## config.mk

```make
export PLATFORM = sky130hd
export DESIGN_NAME = counter_array_outputs
export DESIGN_NICKNAME = d
export VERILOG_FILES = /design/src/hw/counter_array_pkg.sv /design/src/hw/counter_array_outputs.sv
export SDC_FILE = /design/constraint.sdc
export NUM_CORES = 1
export LEC_CHECK = 0
export BUFFER_PORTS_ARGS = -buffer_cell sky130_fd_sc_hd__buf_2
export CAP_MARGIN = 15
export CORE_ASPECT_RATIO = 1.75
export CORE_MARGIN = 1
export CORE_UTILIZATION = 40
export DETAILED_ROUTE_END_ITERATION = 8
export GPL_TIMING_DRIVEN = 0
export PLACE_DENSITY = 0.67
export SLEW_MARGIN = 25
export SYNTH_ARGS = -nofsm -noshare
export SYNTH_HDL_FRONTEND = slang
export SYNTH_SLANG_ARGS = --single-unit
```

## constraint.sdc

```tcl
create_clock -name pclk -period 3.6 [get_ports pclk]
set_input_delay 0.9 -clock pclk [delete_from_list [all_inputs] [get_ports pclk]]
set_output_delay 0.9 -clock pclk [all_outputs]
set_load 0.01 [all_outputs]
```

## src/hw/counter_array_pkg.sv

```systemverilog
// Purpose: shared constants and types for the counter array output block
// Assumes: apb with 32-bit data, one register per aligned word
// Notes: module count fixed at five, module 4 doubles as watchdog
package counter_array_pkg;
	localparam int NUM_MODULES = 5;
	localparam int WDT_MODULE = 4;
	// register byte offsets
	localparam logic [7:0] CTRL_OFF = 8'h00;
	localparam logic [7:0] MODE_OFF = 8'h04;
	localparam logic [7:0] CNT_LOW_OFF = 8'h08;
	localparam logic [7:0] CNT_HIGH_OFF = 8'h0c;
	localparam logic [7:0] MOD_BASE_OFF = 8'h10;
	localparam logic [7:0] MOD_STRIDE = 8'h10;
	localparam logic [7:0] MOD_CMP_LOW_OFF = 8'h00;
	localparam logic [7:0] MOD_CMP_HIGH_OFF = 8'h04;
	localparam logic [7:0] MOD_MODE_OFF = 8'h08;
	localparam logic [7:0] MOD_END_OFF = 8'h60;
	// counter_control_reg fields
	localparam int CTRL_RUN_BIT = 6;
	// counter_mode_reg fields
	localparam int MODE_IDLE_BIT = 7;
	localparam int MODE_WDE_BIT = 6;
	localparam int MODE_LOCK_BIT = 5;
	localparam int MODE_TB_LSB = 1;
	// module_mode_reg fields
	localparam int MM_WIDE_BIT = 7;
	localparam int MM_CMP_BIT = 6;
	localparam int MM_MATCH_BIT = 3;
	localparam int MM_TOG_BIT = 2;
	localparam int MM_PWM_BIT = 1;
	localparam int MM_IE_BIT = 0;
	// reset values
	localparam logic [2:0] TB_RESET = 3'h0;
	localparam logic [7:0] BYTE_RESET = 8'h00;
	// timebase codes
	localparam logic [2:0] TB_DIV12 = 3'h0;
	localparam logic [2:0] TB_DIV4 = 3'h1;
	localparam logic [2:0] TB_TIMER0 = 3'h2;
	localparam logic [2:0] TB_EXTIN = 3'h3;
	localparam logic [2:0] TB_SYSCLK = 3'h4;
	localparam logic [2:0] TB_EXTOSC = 3'h5;
	localparam logic [3:0] DIV12_LAST = 4'hb;
	localparam logic [3:0] DIV4_LAST = 4'h3;
	localparam logic [2:0] DIV8_LAST = 3'h7;

	typedef enum logic [2:0] {
		MODE_IDLE,
		MODE_TOGGLE,
		MODE_FREQ,
		MODE_PWM8,
		MODE_PWM16
	} module_op_t;

	typedef struct packed {
		logic wide_pwm_select;
		logic compare_enable;
		logic match_enable;
		logic toggle_enable;
		logic pwm_enable;
		logic module_interrupt_enable;
	} module_mode_t;

	typedef struct packed {
		logic [7:0] high;
		logic [7:0] low;
	} word_t;
endpackage

```

## src/hw/counter_array_outputs.sv

```systemverilog
// Purpose: compare/output side of a 16-bit counter array with watchdog on module 4
// Assumes: apb slave, inputs synchronous to pclk
// Notes: capture mode is not implemented
//
// Contract
// toggle mode: invert pin whenever 16-bit counter equals compare word
// low compare byte write clears compare enable, high byte write sets it
// frequency mode: low byte match toggles pin and adds high to low
// high byte zero gives half-period of 256 counter clocks
// frequency mode selected by compare, toggle and pwm enables
// 8-bit pwm: pin high on low byte match, low on low byte overflow
// 8-bit pwm: low compare byte reloads from high byte on wrap
// 8-bit pwm when compare and pwm set, wide select clear
// compare enable clear gives 0% duty, zero compare gives 100%
// 16-bit pwm: pin high on word match, low on counter overflow
// 16-bit pwm when compare, pwm and wide select set
// software should time duty changes to match events
// watchdog enable or lock makes module 4 a watchdog
// reset: watchdog on, timebase div 12, counter low and offset zero
// watchdog on: counter forced running, counter/module4 mode/timebase/idle writes ignored
// watchdog on: run bit write never stops counter, reads as software set
// update write loads counter high byte plus offset
// watchdog reset when low byte overflows with high byte match
// writing 1 to module 4 flag forces watchdog reset
// lock keeps watchdog on until reset, else enable clear disables
// software configures watchdog with enable clear first
// timeout is 256 times offset plus 256 minus low byte
// timebase select picks one of six counter sources
// compare match sets sticky event flag until software clears
// all comparisons happen on pclk cycles where counter advances
`timescale 1ns/100ps
module counter_array_outputs
	import counter_array_pkg::*;
#(
	parameter int N = NUM_MODULES
) (
	input wire logic pclk,
	input wire logic presetn,
	input wire logic psel,
	input wire logic penable,
	input wire logic pwrite,
	input wire logic [7:0] paddr,
	input wire logic [31:0] pwdata,
	input wire logic [3:0] pstrb,
	output logic [31:0] prdata,
	output logic pready,
	output logic pslverr,
	input wire logic timer0_overflow,
	input wire logic external_count_input,
	input wire logic ext_osc_tick,
	input wire logic cpu_idle,
	output logic [N-1:0] module_io_pin,
	output logic [N-1:0] module_event_flag,
	output logic watchdog_reset
);
	// ************************************************
	// bus decode
	// ************************************************
	logic pready_reg;
	// one wait state: first access cycle loads read data, second completes
	wire acc = psel && penable;
	wire wr_en = acc && pready_reg && pwrite && pstrb[0];
	wire rd_load = acc && !pready_reg && !pwrite;
	wire [7:0] wd = pwdata[7:0];
	wire mod_region = (paddr >= MOD_BASE_OFF) && (paddr < MOD_END_OFF);
	wire [7:0] mod_rel = paddr - MOD_BASE_OFF;
	wire [3:0] mod_idx = mod_rel[7:4];
	wire [7:0] mod_sub = {4'h0, mod_rel[3:0]};
	wire wr_ctrl = wr_en && paddr == CTRL_OFF;
	wire wr_mode = wr_en && paddr == MODE_OFF;
	wire wr_cnt_low = wr_en && paddr == CNT_LOW_OFF;
	wire wr_cnt_high = wr_en && paddr == CNT_HIGH_OFF;
	wire addr_ok = paddr[1:0] == 2'b00 && (paddr <= CNT_HIGH_OFF ||
		(mod_region && mod_sub <= MOD_MODE_OFF));

	// ************************************************
	// state
	// ************************************************
	logic [15:0] counter_reg;
	logic run_reg;
	logic [2:0] timebase_reg;
	logic idle_suspend_reg;
	logic wde_reg;
	logic lock_reg;
	logic [7:0] snap_reg;
	logic [3:0] div_reg;
	logic [2:0] osc_div_reg;
	logic extin_prev_reg;
	word_t cmp_reg [N];
	module_mode_t mm_reg [N];
	logic [N-1:0] pin_reg;
	logic [N-1:0] flag_reg;
	logic wdt_rst_reg;
	logic [31:0] prdata_reg;
	logic pslverr_reg;

	wire wdt_on = wde_reg || lock_reg;
	wire run_eff = run_reg || wdt_on;
	wire suspended = idle_suspend_reg && cpu_idle;
	wire [3:0] div_last = (timebase_reg == TB_DIV4) ? DIV4_LAST : DIV12_LAST;
	wire div_wrap = div_reg == div_last;
	wire osc_tick_out = ext_osc_tick && osc_div_reg == DIV8_LAST;
	wire extin_fall = extin_prev_reg && !external_count_input;
	logic tb_tick;
	always_comb begin
		case (timebase_reg)
			TB_DIV12, TB_DIV4: tb_tick = div_wrap;
			TB_TIMER0: tb_tick = timer0_overflow;
			TB_EXTIN: tb_tick = extin_fall;
			TB_SYSCLK: tb_tick = 1'b1;
			TB_EXTOSC: tb_tick = osc_tick_out;
			default: tb_tick = 1'b0;
		endcase
	end
	wire adv = tb_tick && run_eff && !suspended;
	wire [15:0] cnt_next = counter_reg + 16'h0001;
	wire low_ovf = adv && counter_reg[7:0] == 8'hff;
	wire word_ovf = adv && counter_reg == 16'hffff;

	function automatic module_op_t decode_op(input module_mode_t m);
		if (!m.compare_enable && m.pwm_enable)
			decode_op = m.wide_pwm_select ? MODE_PWM16 : MODE_PWM8;
		else if (!m.compare_enable)
			decode_op = MODE_IDLE;
		else if (m.toggle_enable && m.pwm_enable)
			decode_op = MODE_FREQ;
		else if (m.pwm_enable)
			decode_op = m.wide_pwm_select ? MODE_PWM16 : MODE_PWM8;
		else if (m.toggle_enable && m.match_enable)
			decode_op = MODE_TOGGLE;
		else
			decode_op = MODE_IDLE;
	endfunction

	function automatic module_mode_t to_mode(input logic [7:0] b);
		to_mode.wide_pwm_select = b[MM_WIDE_BIT];
		to_mode.compare_enable = b[MM_CMP_BIT];
		to_mode.match_enable = b[MM_MATCH_BIT];
		to_mode.toggle_enable = b[MM_TOG_BIT];
		to_mode.pwm_enable = b[MM_PWM_BIT];
		to_mode.module_interrupt_enable = b[MM_IE_BIT];
	endfunction

	function automatic logic [7:0] from_mode(input module_mode_t m);
		from_mode = 8'h00;
		from_mode[MM_WIDE_BIT] = m.wide_pwm_select;
		from_mode[MM_CMP_BIT] = m.compare_enable;
		from_mode[MM_MATCH_BIT] = m.match_enable;
		from_mode[MM_TOG_BIT] = m.toggle_enable;
		from_mode[MM_PWM_BIT] = m.pwm_enable;
		from_mode[MM_IE_BIT] = m.module_interrupt_enable;
	endfunction

	// ************************************************
	// timebase and counter
	// ************************************************
	always_ff @(posedge pclk or negedge presetn) begin
		if (!presetn) begin
			div_reg <= 4'h0;
			osc_div_reg <= 3'h0;
			extin_prev_reg <= 1'b1;
		end else begin
			div_reg <= div_wrap ? 4'h0 : div_reg + 4'h1;
			if (ext_osc_tick)
				osc_div_reg <= osc_div_reg + 3'h1;
			extin_prev_reg <= external_count_input;
		end
	end

	always_ff @(posedge pclk or negedge presetn) begin
		if (!presetn) begin
			counter_reg <= {BYTE_RESET, BYTE_RESET};
		end else if (wr_cnt_low && !wdt_on) begin
			counter_reg[7:0] <= wd;
		end else if (wr_cnt_high && !wdt_on) begin
			counter_reg[15:8] <= wd;
		end else if (adv) begin
			counter_reg <= cnt_next;
		end
	end

	// ************************************************
	// mode and control registers
	// ************************************************
	always_ff @(posedge pclk or negedge presetn) begin
		if (!presetn) begin
			run_reg <= 1'b0;
			timebase_reg <= TB_RESET;
			idle_suspend_reg <= 1'b0;
			wde_reg <= 1'b1;
			lock_reg <= 1'b0;
		end else begin
			if (wr_ctrl)
				run_reg <= wd[CTRL_RUN_BIT];
			if (wr_mode) begin
				if (!wdt_on) begin
					timebase_reg <= wd[MODE_TB_LSB +: 3];
					idle_suspend_reg <= wd[MODE_IDLE_BIT];
				end
				wde_reg <= wd[MODE_WDE_BIT];
				lock_reg <= lock_reg || wd[MODE_LOCK_BIT];
			end
		end
	end

	// ************************************************
	// compare modules
	// ************************************************
	genvar g;
	generate
		for (g = 0; g < N; g++) begin : gen_mod
			localparam logic [3:0] IDX = 4'(g);
			wire is_wdt = g == WDT_MODULE && wdt_on;
			wire sel = wr_en && mod_region && mod_idx == IDX;
			wire wr_lo = sel && mod_sub == MOD_CMP_LOW_OFF;
			wire wr_hi = sel && mod_sub == MOD_CMP_HIGH_OFF;
			wire wr_mm = sel && mod_sub == MOD_MODE_OFF && !is_wdt;
			module_op_t op;
			assign op = is_wdt ? MODE_IDLE : decode_op(mm_reg[g]);
			wire m_word = adv && counter_reg == cmp_reg[g];
			wire m_low = adv && counter_reg[7:0] == cmp_reg[g].low;
			// pwm sets as the counter reaches the compare value, so duty is exact
			wire n_low = adv && cnt_next[7:0] == cmp_reg[g].low;
			wire n_word = adv && cnt_next == cmp_reg[g];
			wire cmp_on = mm_reg[g].compare_enable;
			wire match_ev = (op == MODE_TOGGLE || op == MODE_PWM16) ? m_word :
				(op == MODE_FREQ || op == MODE_PWM8) ? m_low :
				(!is_wdt && cmp_on && mm_reg[g].match_enable && m_word);
			wire clr_flag = wr_ctrl && !wd[g];
			wire force_rst = g == WDT_MODULE && wr_ctrl && wd[g] && wdt_on;
			always_ff @(posedge pclk or negedge presetn) begin
				if (!presetn) begin
					cmp_reg[g] <= {BYTE_RESET, BYTE_RESET};
					mm_reg[g] <= '0;
					pin_reg[g] <= 1'b0;
					flag_reg[g] <= 1'b0;
				end else begin
					if (wr_mm)
						mm_reg[g] <= to_mode(wd);
					if (wr_lo && !is_wdt)
						mm_reg[g].compare_enable <= 1'b0;
					if (wr_hi && !is_wdt)
						mm_reg[g].compare_enable <= 1'b1;
					if (wr_lo)
						cmp_reg[g].low <= wd;
					if (wr_hi && is_wdt)
						cmp_reg[g].high <= counter_reg[15:8] + cmp_reg[g].low;
					else if (wr_hi)
						cmp_reg[g].high <= wd;
					else if (op == MODE_FREQ && m_low)
						cmp_reg[g].low <= cmp_reg[g].low + cmp_reg[g].high;
					else if (op == MODE_PWM8 && low_ovf)
						cmp_reg[g].low <= cmp_reg[g].high;
					case (op)
						MODE_TOGGLE: if (m_word) pin_reg[g] <= !pin_reg[g];
						MODE_FREQ: if (m_low) pin_reg[g] <= !pin_reg[g];
						MODE_PWM8: begin
							if (!cmp_on) pin_reg[g] <= 1'b0;
							else if (n_low) pin_reg[g] <= 1'b1;
							else if (low_ovf) pin_reg[g] <= 1'b0;
						end
						MODE_PWM16: begin
							if (!cmp_on) pin_reg[g] <= 1'b0;
							else if (n_word) pin_reg[g] <= 1'b1;
							else if (word_ovf) pin_reg[g] <= 1'b0;
						end
						default: pin_reg[g] <= pin_reg[g];
					endcase
					if (match_ev)
						flag_reg[g] <= 1'b1;
					else if (clr_flag && !force_rst)
						flag_reg[g] <= 1'b0;
				end
			end
		end
	endgenerate

	// ************************************************
	// watchdog reset
	// ************************************************
	wire wdt_hit = wdt_on && low_ovf &&
		cmp_reg[WDT_MODULE].high == counter_reg[15:8];
	wire wdt_force = wdt_on && wr_ctrl && wd[WDT_MODULE];
	always_ff @(posedge pclk or negedge presetn) begin
		if (!presetn)
			wdt_rst_reg <= 1'b0;
		else
			wdt_rst_reg <= wdt_hit || wdt_force;
	end

	// ************************************************
	// read path
	// ************************************************
	logic [7:0] rd_byte;
	wire [2:0] mi = mod_idx[2:0];
	always_comb begin
		rd_byte = 8'h00;
		if (paddr == CTRL_OFF) begin
			rd_byte[CTRL_RUN_BIT] = run_reg;
			rd_byte[N-1:0] = flag_reg;
		end else if (paddr == MODE_OFF) begin
			rd_byte[MODE_IDLE_BIT] = idle_suspend_reg;
			rd_byte[MODE_WDE_BIT] = wde_reg;
			rd_byte[MODE_LOCK_BIT] = lock_reg;
			rd_byte[MODE_TB_LSB +: 3] = timebase_reg;
		end else if (paddr == CNT_LOW_OFF) begin
			rd_byte = counter_reg[7:0];
		end else if (paddr == CNT_HIGH_OFF) begin
			rd_byte = snap_reg;
		end else if (mod_region && mod_sub == MOD_CMP_LOW_OFF) begin
			rd_byte = cmp_reg[mi].low;
		end else if (mod_region && mod_sub == MOD_CMP_HIGH_OFF) begin
			rd_byte = cmp_reg[mi].high;
		end else if (mod_region && mod_sub == MOD_MODE_OFF) begin
			rd_byte = from_mode(mm_reg[mi]);
		end
	end

	always_ff @(posedge pclk or negedge presetn) begin
		if (!presetn) begin
			prdata_reg <= 32'h0000_0000;
			pslverr_reg <= 1'b0;
			snap_reg <= 8'h00;
			pready_reg <= 1'b0;
		end else begin
			if (rd_load && paddr == CNT_LOW_OFF)
				snap_reg <= counter_reg[15:8];
			prdata_reg <= (rd_load && addr_ok) ? {24'h000000, rd_byte} : 32'h0000_0000;
			pslverr_reg <= acc && !pready_reg && !addr_ok;
			pready_reg <= acc && !pready_reg;
		end
	end

	assign prdata = prdata_reg;
	assign pready = pready_reg;
	assign pslverr = pslverr_reg;
	assign module_io_pin = pin_reg;
	assign module_event_flag = flag_reg;
	assign watchdog_reset = wdt_rst_reg;
endmodule

```

Word-level counts from Yosys, hierarchy flattened
Index checks and enable logic that the tools add are counted.
{"block": "totals", "input_bits": 53, "out_inout_bits": 45, "register_bits": 170, "word_cells": 506}
{"block": "op_classes", "bitwise": 3, "addsub": 10, "n_reduce_logical": 190, "muxes": 153, "n_eq_ne": 80, "magnitude_cmp": 5}
{"operator": "$mux 8", "count": 32}
{"operator": "$eq 16x16->1", "count": 10}
{"operator": "$logic_and 1x1->1", "count": 121}
{"operator": "$eq 8x8->1", "count": 11}
{"operator": "$mux 3", "count": 28}
{"operator": "$mux 1", "count": 72}
{"operator": "$add 8x8->8", "count": 6}
{"operator": "$bmux 16 s3", "count": 1}
{"operator": "$mux 16", "count": 3}
{"operator": "$ne 4x4->1 const B", "count": 10}
{"operator": "$eq 3x2->1 const B", "count": 12}
{"operator": "$mux 5", "count": 6}
{"operator": "$reduce_and 5->1", "count": 5}
{"operator": "$eq 3x3->1 const B", "count": 8}
{"operator": "$logic_not 1->1", "count": 22}
{"operator": "$ne 2x2->1 const B", "count": 11}
{"operator": "$pmux 1 s4", "count": 5}
{"operator": "$reduce_bool 4->1", "count": 5}
{"operator": "$bmux 6 s3", "count": 1}
{"operator": "$eq 3x1->1 const B", "count": 6}
{"operator": "$add 16x1->16 const B", "count": 1}
{"operator": "$eq 16x16->1 const B", "count": 1}
{"operator": "$eq 8x4->1 const B", "count": 2}
{"operator": "$logic_not 8->1", "count": 2}
{"operator": "other kinds (28)", "count": 60}

Longest topological paths before layout
Gate-level depths: netlist (run 1).
{"block": "logic_depth", "depth_word": 13, "mapped_depth": 14, "depth_no_buf": 11}

Least setup slack after synthesis (run 1)
Ideal clock, no wire load.
{"block": "synth_path", "path_kind": "input-to-reg", "start": "in paddr[4]", "end": "reg prdata_reg[7], in the netlist prdata[7]", "setup_slack_ns": -0.097, "n_path_buf": 4, "setup_time_ns": 0.132, "path_stages": 13, "required_ns": 3.468, "t_arrival_ns": 3.565, "path_cell_list": "clkbuf_1 > clkinv_1 > ha_1 > buf_2 > buf_2 > clkbuf_1 > mux4_2 > a22oi_1 > o221ai_1 > o211ai_1 > nand2_1 > o21ai_0 > nor3_1"}
{"block": "synth_between", "elab_chain_cells": 13, "elab_cells_between_ends": 31, "classes_between": "1 x add/sub; 3 x order compare; 3 x eq/ne; 14 x mux; 1 x bitwise; 9 x reduce/logical"}
{"item": "start: declaration", "line_no": "counter_array_outputs.sv:42", "source": "input wire logic [7:0] paddr,"}
{"item": "$sub 8x5->8", "line_no": "counter_array_outputs.sv:66", "source": "wire [7:0] mod_rel = paddr - MOD_BASE_OFF;"}
{"item": "$not 3->4 (implied by the code)", "line_no": "counter_array_outputs.sv:311, counter_array_outputs.sv:313, counter_array_outputs.sv:315"}
{"item": "$bmux 6 s3", "line_no": "counter_array_outputs.sv:315", "source": "rd_byte = from_mode(mm_reg[mi]);"}
{"item": "$mux 6 (implied by the code) (2 in series)", "line_no": "counter_array_outputs.sv:315"}
{"item": "$mux 8", "line_no": "counter_array_outputs.sv:314", "source": "end else if (mod_region && mod_sub == MOD_MODE_OFF) begin"}
{"item": "$mux 8", "line_no": "counter_array_outputs.sv:312", "source": "end else if (mod_region && mod_sub == MOD_CMP_HIGH_OFF) begin"}
{"item": "$mux 8", "line_no": "counter_array_outputs.sv:310", "source": "end else if (mod_region && mod_sub == MOD_CMP_LOW_OFF) begin"}
{"item": "$mux 8", "line_no": "counter_array_outputs.sv:308", "source": "end else if (paddr == CNT_HIGH_OFF) begin"}
{"item": "$mux 8", "line_no": "counter_array_outputs.sv:306", "source": "end else if (paddr == CNT_LOW_OFF) begin"}
{"item": "$mux 3", "line_no": "counter_array_outputs.sv:301", "source": "end else if (paddr == MODE_OFF) begin"}
{"item": "$mux 1", "line_no": "counter_array_outputs.sv:298", "source": "if (paddr == CTRL_OFF) begin"}
{"item": "$mux 8 *", "line_no": "counter_array_outputs.sv:328", "source": "prdata_reg <= (rd_load && addr_ok) ? {24'h000000, rd_byte} : 32'h0000_0000;"}
{"item": "end signal: assignment", "line_no": "counter_array_outputs.sv:328"}
{"item": "end: declaration", "line_no": "counter_array_outputs.sv:94", "source": "logic [31:0] prdata_reg;"}
Mark *: on every way between the ends. The rest lies on a longest branch, timed or not. The select of a mux whose other input is x is not followed.
A chain may end at the register's enable or synchronous reset.

Final worst setup path (run 1)
{"block": "layout_path", "start": "reg counter_reg[10]", "end": "reg pin_reg[2], in the netlist module_io_pin[2]"}
{"block": "layout_between", "elab_chain_cells": 6, "elab_cells_between_ends": 13, "classes_between": "1 x add/sub; 5 x eq/ne; 3 x mux; 4 x reduce/logical"}
{"item": "start: declaration", "line_no": "counter_array_outputs.sv:79", "source": "logic [15:0] counter_reg;"}
{"item": "start signal: assignment", "line_no": "counter_array_outputs.sv:172", "source": "counter_reg <= {BYTE_RESET, BYTE_RESET};"}
{"item": "start signal: assignment", "line_no": "counter_array_outputs.sv:176", "source": "counter_reg[15:8] <= wd;"}
{"item": "start signal: assignment", "line_no": "counter_array_outputs.sv:178", "source": "counter_reg <= cnt_next;"}
{"item": "$add 16x1->16", "line_no": "counter_array_outputs.sv:116", "source": "wire [15:0] cnt_next = counter_reg + 16'h0001;"}
{"item": "$eq 16x16->1", "line_no": "counter_array_outputs.sv:224", "source": "wire n_word = adv && cnt_next == cmp_reg[g];"}
{"item": "$logic_and 1x1->1", "line_no": "counter_array_outputs.sv:224"}
{"item": "$mux 1", "line_no": "counter_array_outputs.sv:264", "source": "else if (n_word) pin_reg[g] <= 1'b1;"}
{"item": "$mux 1", "line_no": "counter_array_outputs.sv:263", "source": "if (!cmp_on) pin_reg[g] <= 1'b0;"}
{"item": "$pmux 1 s4", "line_no": "counter_array_outputs.sv:254", "source": "case (op)"}
{"item": "end signal: indexed assignment", "line_no": "counter_array_outputs.sv:255", "source": "MODE_TOGGLE: if (m_word) pin_reg[g] <= !pin_reg[g];"}
{"item": "end signal: indexed assignment", "line_no": "counter_array_outputs.sv:256", "source": "MODE_FREQ: if (m_low) pin_reg[g] <= !pin_reg[g];"}
{"item": "end signal: indexed assignment", "line_no": "counter_array_outputs.sv:267", "source": "default: pin_reg[g] <= pin_reg[g];"}
{"item": "end: declaration", "line_no": "counter_array_outputs.sv:91", "source": "logic [N-1:0] pin_reg;"}
Several ways; a longest one is shown, not always the timed one.

==> results_dict.tcl, run 1 <==
set metrics [dict create \
    die_area_um2 35800 \
    setup_viol 0 \
    vias_per_cell 6.25 \
    cts_tree "done" \
    worstReg2RegStart "counter_reg[10]" \
    period_needed_ns 3.49 \
    fin_area_um2 15700 \
    power_density_nw_per_um2 274 \
    async_reset_ff_frac 1.00 \
    synth_ff_type "dfrtp_1" \
    design.core.area_um2 34500 \
    ir_drop_v 0.000238 \
    ant_nets 0 \
    grtUsageTotal 0.342 \
    cp_num_buf_inv 2 \
    max_slew.worst_pin.slew_ns 1.15 \
    grt_pass1_wl_um 85900 \
    vias 13220 \
    port_buffers 38 \
    dpl_cell_area_um2 14900 \
    row_count 90 \
    clkLatencyLatePin_ns 0.48 \
    cp_cell_sequence "buf_2 > inv_1 > nor4_4 > xnor2_1 > xor2_1 > nand4_1 > a2111oi_2 > nand2b_1 > a32oi_1" \
    syn2layout_area_growth_pct 11.7 \
    largest_reg_flops 80 \
    cap_viol_max_count 0 \
    drt-initial-drc-count 1125 \
    antenna_found_initial 2 \
    gp_congestion 1.02 \
    rsz0062_at_grt "false" \
    yosys.area.top_type_share 0.300 \
    drc_errors 0 \
    period_share 0.969 \
    yosys_warnings 0 \
    cts_buffers 17 \
    synth_largest_area_cell "dfrtp_1" \
    grt_max_degree 88 \
    clkTransAtPathRegs_ns 0.08 \
    fin_nets 1751 \
    antennaDiodeCount 0 \
    routedWlPerCell_um 28.0 \
    start_util 0.407 \
    crit_family "simple AND/OR/NAND/NOR gates" \
    die_h_um 250 \
    p_comb_frac 0.085 \
    ios 98 \
    syn-instance-count 1560 \
    grt_overflow 0 \
    syn_area_um2 14000 \
    layout-drive-gt1-share 0.152 \
    critPathMaxStageDelay_ns 0.67 \
    finClkSkew_ns 0.0109 \
    cts_hold_buf 0 \
    worstSetupEndpointType "flop" \
    grt_pass1_vias 13049 \
    synth_edf_count 0 \
    timing.fmax_ghz 0.287 \
    cp-start-kind "flop" \
    die_x_um 143 \
    fillers 3393 \
    ys_types 94 \
    synth.ff_latch_count 170 \
    hold_viol 0 \
    cts_sinks 170 \
    place_hpwl_um 44600 \
    clockBufferDepth 2 \
    min_path_type "in -> async" \
    max_slew_margin 0.234 \
    synth_area_per_cell_um2 8.98 \
    total_leakage_power_nw 6.86 \
    whs_ns 0.393 \
    critPathSlowestCell "nor4_4" \
    yosysMostFrequentCell "nand2_1" \
    slew_violations 0 \
    root_buffer "clkbuf_16" \
    dr.pass1.iters 7 \
    synth_area_leaders "dfrtp_1 30%, xnor2_1 7.4%, nand2_1 5.5%, xor2_1 4.7%, ha_1 4.6%" \
    p_sw_mw 1.24 \
    required_ns 3.99 \
    outcome "completed" \
    worstSetupPathType "reg -> reg" \
    swShare 0.289 \
    synthTopCellsByCount "206 x nand2_1, 168 x dfrtp_1, 119 x xnor2_1" \
    seq_area_frac_synth 0.304 \
    startpoint "counter_reg[10]" \
    arrival_ns 3.88 \
    wl_um 59200 \
    cp_max_fo 10 \
    h-tree-depth 4 \
    p_seq_frac 0.457 \
    internal_power_mw 3.05 \
    power_frac_clock 0.458 \
]
[worst paths after layout]
check	end	slack, ns	cells after the start
max	module_io_pin[2]	0.11	9
min	osc_div_reg[0]	0.39	1
max reg2reg	module_io_pin[2]	0.11	9
min reg2reg	div_reg[0]	0.47	1
max in group asynchronous	cmp_reg[32]	2.28	2
min in group pclk	div_reg[0]	0.47	1
[metrics by stage]
step	util	worst slack [ns]	TNS (ns)	total power, mW	instances
floorplan	-	0.0137	0	2.18	1583
global placement	0.431	-1.43	-275.31	2.34	2081
detailed placement	0.433	-1.42	-97.56	2.35	2083
CTS	0.451	0.00345	0	4.29	2113
global route	0.454	0.0232	0	4.40	2114
finish	0.454	0.112	0	4.29	2114
[cell type report]
class                      instances  area (um^2)  area share
inverter                          43          164      0.0105
clock buffer                      18          429      0.0274
tap                              460          576      0.0368
sequential                       170         4260       0.272
multi-input combinational       1250         9190       0.587
clock inverter                    14          178      0.0114
buffer                           116          604      0.0386
timing repair buffer              43          258      0.0165
[power groups by stage]
stage,sequential [mW],combinational (mW),clock (mW)
detailed placement,2.00,0.356,0
CTS,1.96,0.358,1.97
floorplan,1.99,0.192,0
finish,1.96,0.367,1.97
global placement,2.00,0.341,0
global route,1.96,0.394,2.04
[metal layers]
metal  up-vias  global-route usage  wire length, um
met5         -                   0                8
met1      6552               0.356            19900
met3       294              0.0553             3640
met2       654               0.573            29000
met4         2               0.328             6750
li1       5718                   -                -
[layout by cell type, fill, tap and decap left out, types with 9 or more instances in the layout]
master / n
ha_1: 51
o21ai_0: 69
mux2_2: 43
clkbuf_16: 17
a22oi_1: 49
a32oi_1: 9
buf_2: 50
o22ai_1: 36
nand4_1: 13
nand2_1: 203
nor4_1: 17
nor3_1: 26
xor2_1: 75
xnor2_1: 117
and3_1: 9
buf_1: 13
a211oi_1: 9
a21o_1: 16
nand3_1: 43
o21bai_1: 9
nor2b_1: 14
buf_4: 34
inv_1: 41
conb_1: 24
mux4_2: 18
clkbuf_1: 48
nand2b_1: 13
a21oi_1: 85
mux2i_1: 43
nor2_1: 73
xnor3_1: 9
dfrtp_1: 168
[kinds of logic (layout without fill, tap and decap cells)]
kind of cell | Yosys count | in the layout | share of synthesized area
AOI/OAI and AO/OA | 365 | 365 | 0.171
xor gates and xnor gates | 208 | 208 | 0.142
adders and majority gates | 58 | 58 | 0.0548
buffers and inverters | 163 | 234 | 0.0542
DFF | 170 | 170 | 0.304
muxes | 104 | 104 | 0.0942
other | 1 | 24 | 0.000268
and+or+nand+nor | 491 | 491 | 0.179
[what timing repair did]
| action | 4_1_cts | 5_1_grt |
|---|---|---|
| gates resized for setup | 7 | 25 |
| setup buffers | 0 | 3 |
| pin swaps | 0 | 2 |
| setup endpoints to repair | 115 | 53 |
No activity file was read; power rests on OpenSTA's default activity.
==> inputs of run 2 (changes only) <==
--- a/config.mk
+++ b/config.mk
@@ -7,7 +7,7 @@
 export LEC_CHECK = 0
 export BUFFER_PORTS_ARGS = -buffer_cell sky130_fd_sc_hd__buf_2
 export CAP_MARGIN = 15
-export CORE_ASPECT_RATIO = 1.75
+export CORE_ASPECT_RATIO = 1.4
 export CORE_MARGIN = 1
 export CORE_UTILIZATION = 40
 export DETAILED_ROUTE_END_ITERATION = 8
==> results_dict.tcl, run 2 (same netlist as run 1, synthesis figures left out) <==
set metrics [dict create \
    outcome "completed" \
    grt_max_degree 90 \
    dp_slack_ns -1.44 \
    grt_overflow 0 \
    antennaDiodeCount 0 \
    dpl_cell_area_um2 14900 \
    ios 98 \
    vias_per_cell 6.18 \
    fin_nets 1753 \
    clockBufferDepth 2 \
    vias 13016 \
    rsz0062_at_grt "false" \
    wl_um 56600 \
    setup_viol 0 \
    grt_pass1_vias 12691 \
    r2r_cells 9 \
    clkLatencyLatePin_ns 0.48 \
    max_slew_margin 0.303 \
    worstSetupPathType "reg -> reg" \
    port_buffers 38 \
    layout-drive-gt1-share 0.147 \
    routedWlPerCell_um 26.9 \
    total_leakage_power_nw 6.78 \
    start_util 0.408 \
    max_slew.worst_pin.slew_ns 1.05 \
    cp-start-kind "flop" \
    antenna_found_initial 1 \
    grt_pass1_wl_um 83000 \
    layout_common_cells "206 x nand2_1, 168 x dfrtp_1, 118 x xnor2_1, 85 x a21oi_1, 75 x xor2_1" \
    gp_congestion 0.992 \
    syn2layout_area_growth_pct 11.3 \
    drc_errors 0 \
    cp_max_fo 10 \
    place_hpwl_um 42400 \
    largest_reg_flops 80 \
    cts_buffers 17 \
    die_area_um2 35800 \
    fin_ws_ns 0.132 \
    die_h_um 223 \
    cts_sinks 170 \
    row_count 80 \
    min_path_type "in -> async" \
    period_needed_ns 3.47 \
    dr.pass1.iters 8 \
    h-tree-depth 4 \
    slew_violations 0 \
    drt-initial-drc-count 1342 \
    worstSetupEndpointType "flop" \
    finalCoreUtilization 0.454 \
    cap_viol_max_count 0 \
    ir_drop_v 0.000319 \
    power_density_nw_per_um2 271 \
    final_common_cell "nand2_1" \
    root_buffer "clkbuf_16" \
    power_mw 4.23 \
    finClkSkew_ns 0.0227 \
    clkTransAtPathRegs_ns 0.08 \
    design.core.area_um2 34300 \
    postCtsSetupRepairBufs 0 \
    whs_ns 0.403 \
    cts_tree "done" \
    required_ns 3.96 \
    fillers 3328 \
    arrival_ns 3.83 \
    fin_area_um2 15600 \
    period_share 0.963 \
    cts_hold_buf 0 \
    die_x_um 160 \
    grtUsageTotal 0.321 \
    timing.fmax_ghz 0.288 \
    ant_nets 0 \
    hold_viol 0 \
]
run 2: cell count changes in the layout (fill, tap and decap cells not counted), moves of 2 or more:
cell,previous run,this run
clkbuf_1,48,50
buf_4,34,30
nor3_4,6,2
and2_1,8,11
nand2_1,203,206
clkinvlp_4,1,4
clkinv_4,3,1
nand2_2,3,0
buf_2,50,53
nor3_2,2,6
and2_2,3,0
run 2: area by class of cell:
class,instances,area (um^2),share of cell area
Buffer,119,614,0.0394
Clock buffer,18,439,0.0282
Clock inverter,14,153,0.00979
Inverter,43,164,0.0105
Multi-Input combinational cell,1250,9130,0.586
Sequential cell,170,4260,0.273
Tap cell,451,564,0.0362
Timing Repair Buffer,42,268,0.0172
run 2: layer usage:
metal	global-route usage	wire length [um]
met5	0	0
met4	0.276	5690
met3	0.0474	3860
met2	0.521	26200
met1	0.371	20800
run 2: path summary, 6_finish.rpt:
check                                    start               end  slack, ns
worst min register to register      div_reg[0]        div_reg[0]       0.46
min in group pclk                   div_reg[0]        div_reg[0]       0.46
worst max-delay path            counter_reg[0]  module_io_pin[0]       0.13
worst max register to register  counter_reg[0]  module_io_pin[0]       0.13
max in group asynchronous              presetn           wde_reg       2.31
worst min-delay path                   presetn       cmp_reg[45]       0.40
run 2: critical path: stages, from the launching register on:
cell,delay [ns]
dfrtp_1,0.35
buf_2,0.35
nand4_2,0.35
nor2_1,0.59
xnor3_1,0.23
nand2_1,0.06
nor4_2,0.74
o21ai_1,0.20
a211o_1,0.30
o22a_1,0.20
run 2: where the power goes:
group | switching, mW | leakage (nW) | internal (mW)
clock network | 0.962 | 0.277 | 0.943
registers | 0.0228 | 2.25 | 1.94
logic | 0.245 | 4.25 | 0.120
run 2: timing repair:
action                                 CTS  global route
resized for setup                        7             8
endpoints found under the hold margin    0             0
setup endpoints to repair              108            27
run 2: stage by stage:
stage                     std cells  TNS (ns)
after floorplan                1583         0
after global placement         2072   -288.78
after detailed placement       2076    -89.07
after CTS                      2107         0
after global routing           2107         0
final                          2107         0
==> inputs of run 3 (changes only) <==
--- a/config.mk
+++ b/config.mk
@@ -12,7 +12,9 @@
 export CORE_UTILIZATION = 40
 export DETAILED_ROUTE_END_ITERATION = 8
 export GPL_TIMING_DRIVEN = 0
+export HOLD_SLACK_MARGIN = 0.12
 export PLACE_DENSITY = 0.67
+export RECOVER_POWER = 50
 export SLEW_MARGIN = 25
 export SYNTH_ARGS = -nofsm -noshare
 export SYNTH_HDL_FRONTEND = slang
==> results_dict.tcl, run 3 (same netlist as run 1, synthesis figures left out) <==
set metrics [dict create \
    critPathSlowestCell "nor3b_2" \
    start_util 0.408 \
    drc_errors 0 \
    fin_area_um2 15600 \
    finalNonFillerCells 2107 \
    cp_cell_sequence "buf_2 > nand2b_1 > a22o_1 > a211o_1 > nor3_2 > nor3b_2 > inv_2 > a21oi_2 > o22ai_1" \
    min_path_type "reg -> reg" \
    worstSetupEndpointType "flop" \
    wl_um 56600 \
    ant_nets 0 \
    timing.fmax_ghz 0.285 \
    cts_sinks 170 \
    routedWlPerCell_um 26.9 \
    grt_overflow 0 \
    finClkSkew_ns 0.0227 \
    cts_hold_buf 0 \
    clkLatencyLatePin_ns 0.48 \
    max_slew_margin -0.560 \
    cts_tree "done" \
    path_depth 9 \
    clockBufferDepth 2 \
    grt_pass1_vias 12691 \
    total_leakage_power_nw 6.75 \
    root_buffer "clkbuf_16" \
    syn2layout_area_growth_pct 11.0 \
    h-tree-depth 4 \
    dr.pass1.iters 5 \
    cp_num_buf_inv 2 \
    period_needed_ns 3.51 \
    cts_buffers 17 \
    dpl_cell_area_um2 14900 \
    place_hpwl_um 42400 \
    rsz0062_at_grt "false" \
    die_h_um 223 \
    ios 98 \
    hold_viol 0 \
    design.core.area_um2 34300 \
    antennaDiodeCount 0 \
    vias_per_cell 6.17 \
    slew_violations 82 \
    clkTransAtPathRegs_ns 0.08 \
    power_mw 4.23 \
    arrival_ns 3.85 \
    max_slew.worst_pin.slew_ns 2.34 \
    crit_family "simple AND/OR/NAND/NOR gates" \
    r2r_cells 10 \
    port_buffers 38 \
    period_share 0.974 \
    antenna_found_initial 1 \
    ir_drop_v 0.000319 \
    vias 12991 \
    die_x_um 160 \
    grt_pass1_wl_um 83000 \
    gp_congestion 0.992 \
    row_count 80 \
    violations "max-capacitance violations, max-slew violations" \
    largest_reg_flops 80 \
    cap_viol_max_count 1 \
    critPathMaxStageDelay_ns 0.80 \
    grtUsageTotal 0.321 \
    layout-drive-gt1-share 0.145 \
    dp_cells 2076 \
    outcome "finished, violations left" \
    setup_viol 0 \
    power_density_nw_per_um2 272 \
    required_ns 3.94 \
    fin_nets 1753 \
    whs_ns 0.460 \
    die_area_um2 35800 \
    grt_max_degree 90 \
    layout_common_cells "206 x nand2_1, 168 x dfrtp_1, 118 x xnor2_1, 85 x a21oi_1, 75 x xor2_1" \
    cp_max_fo 10 \
    worstSetupPathType "in -> reg" \
    drt-initial-drc-count 1255 \
    cp-start-kind "input port" \
    worstHoldPathCells 1 \
    final_common_cell "nand2_1" \
]
==> run 3: final cells by class <==
type | count | area, um^2
inverter | 43 | 164
fill | 3333 | 18800
clock inverter | 14 | 153
multi-input combinational | 1250 | 9130
clock buffer | 18 | 439
timing repair buffer | 42 | 236
sequential | 170 | 4260
tap | 451 | 564
buffer | 119 | 614
==> run 3: power breakdown <==
group	switching [mW]	total, mW	internal, mW	leakage, nW
logic	0.244	0.360	0.116	4.23
clock network	0.964	1.91	0.944	0.277
registers	0.0227	1.96	1.94	2.25
==> run 3: metrics by stage <==
stage          TNS, ns  worst slack, ns  utilization
6_report             0           0.0930        0.453
3_3_place_gp   -288.78            -1.41        0.433
2_1_floorplan        0           0.0137            -
3_5_place_dp    -89.07            -1.44        0.435
4_1_cts              0          0.00827        0.453
5_1_grt              0           0.0144        0.453
==> run 3: repair_timing <==
item | in CTS | in global routing
resized for setup | 7 | 8
buffers inserted | 0 | 0
endpoints found under the hold margin | 0 | 0
endpoints found under the setup margin | 108 | 27
==> run 3: final timing paths <==
path,slack [ns],from,to
setup / recovery,0.09,external_count_input,cmp_reg[38]
min in group asynchronous,1.34,presetn,cmp_reg[44]
hold / removal,0.46,div_reg[0],div_reg[0]
setup reg to reg,0.09,osc_div_reg[0],cmp_reg[38]
hold reg to reg,0.46,div_reg[0],div_reg[0]
max in group asynchronous,0.85,presetn,extin_prev_reg
==> run 3: layer usage <==
metal	global-route usage	vias up	routed length (um)
met5	0	-	0
met2	0.521	629	26200
met4	0.276	0	5770
met1	0.371	6375	20900
li1	-	5742	-
met3	0.0474	245	3690
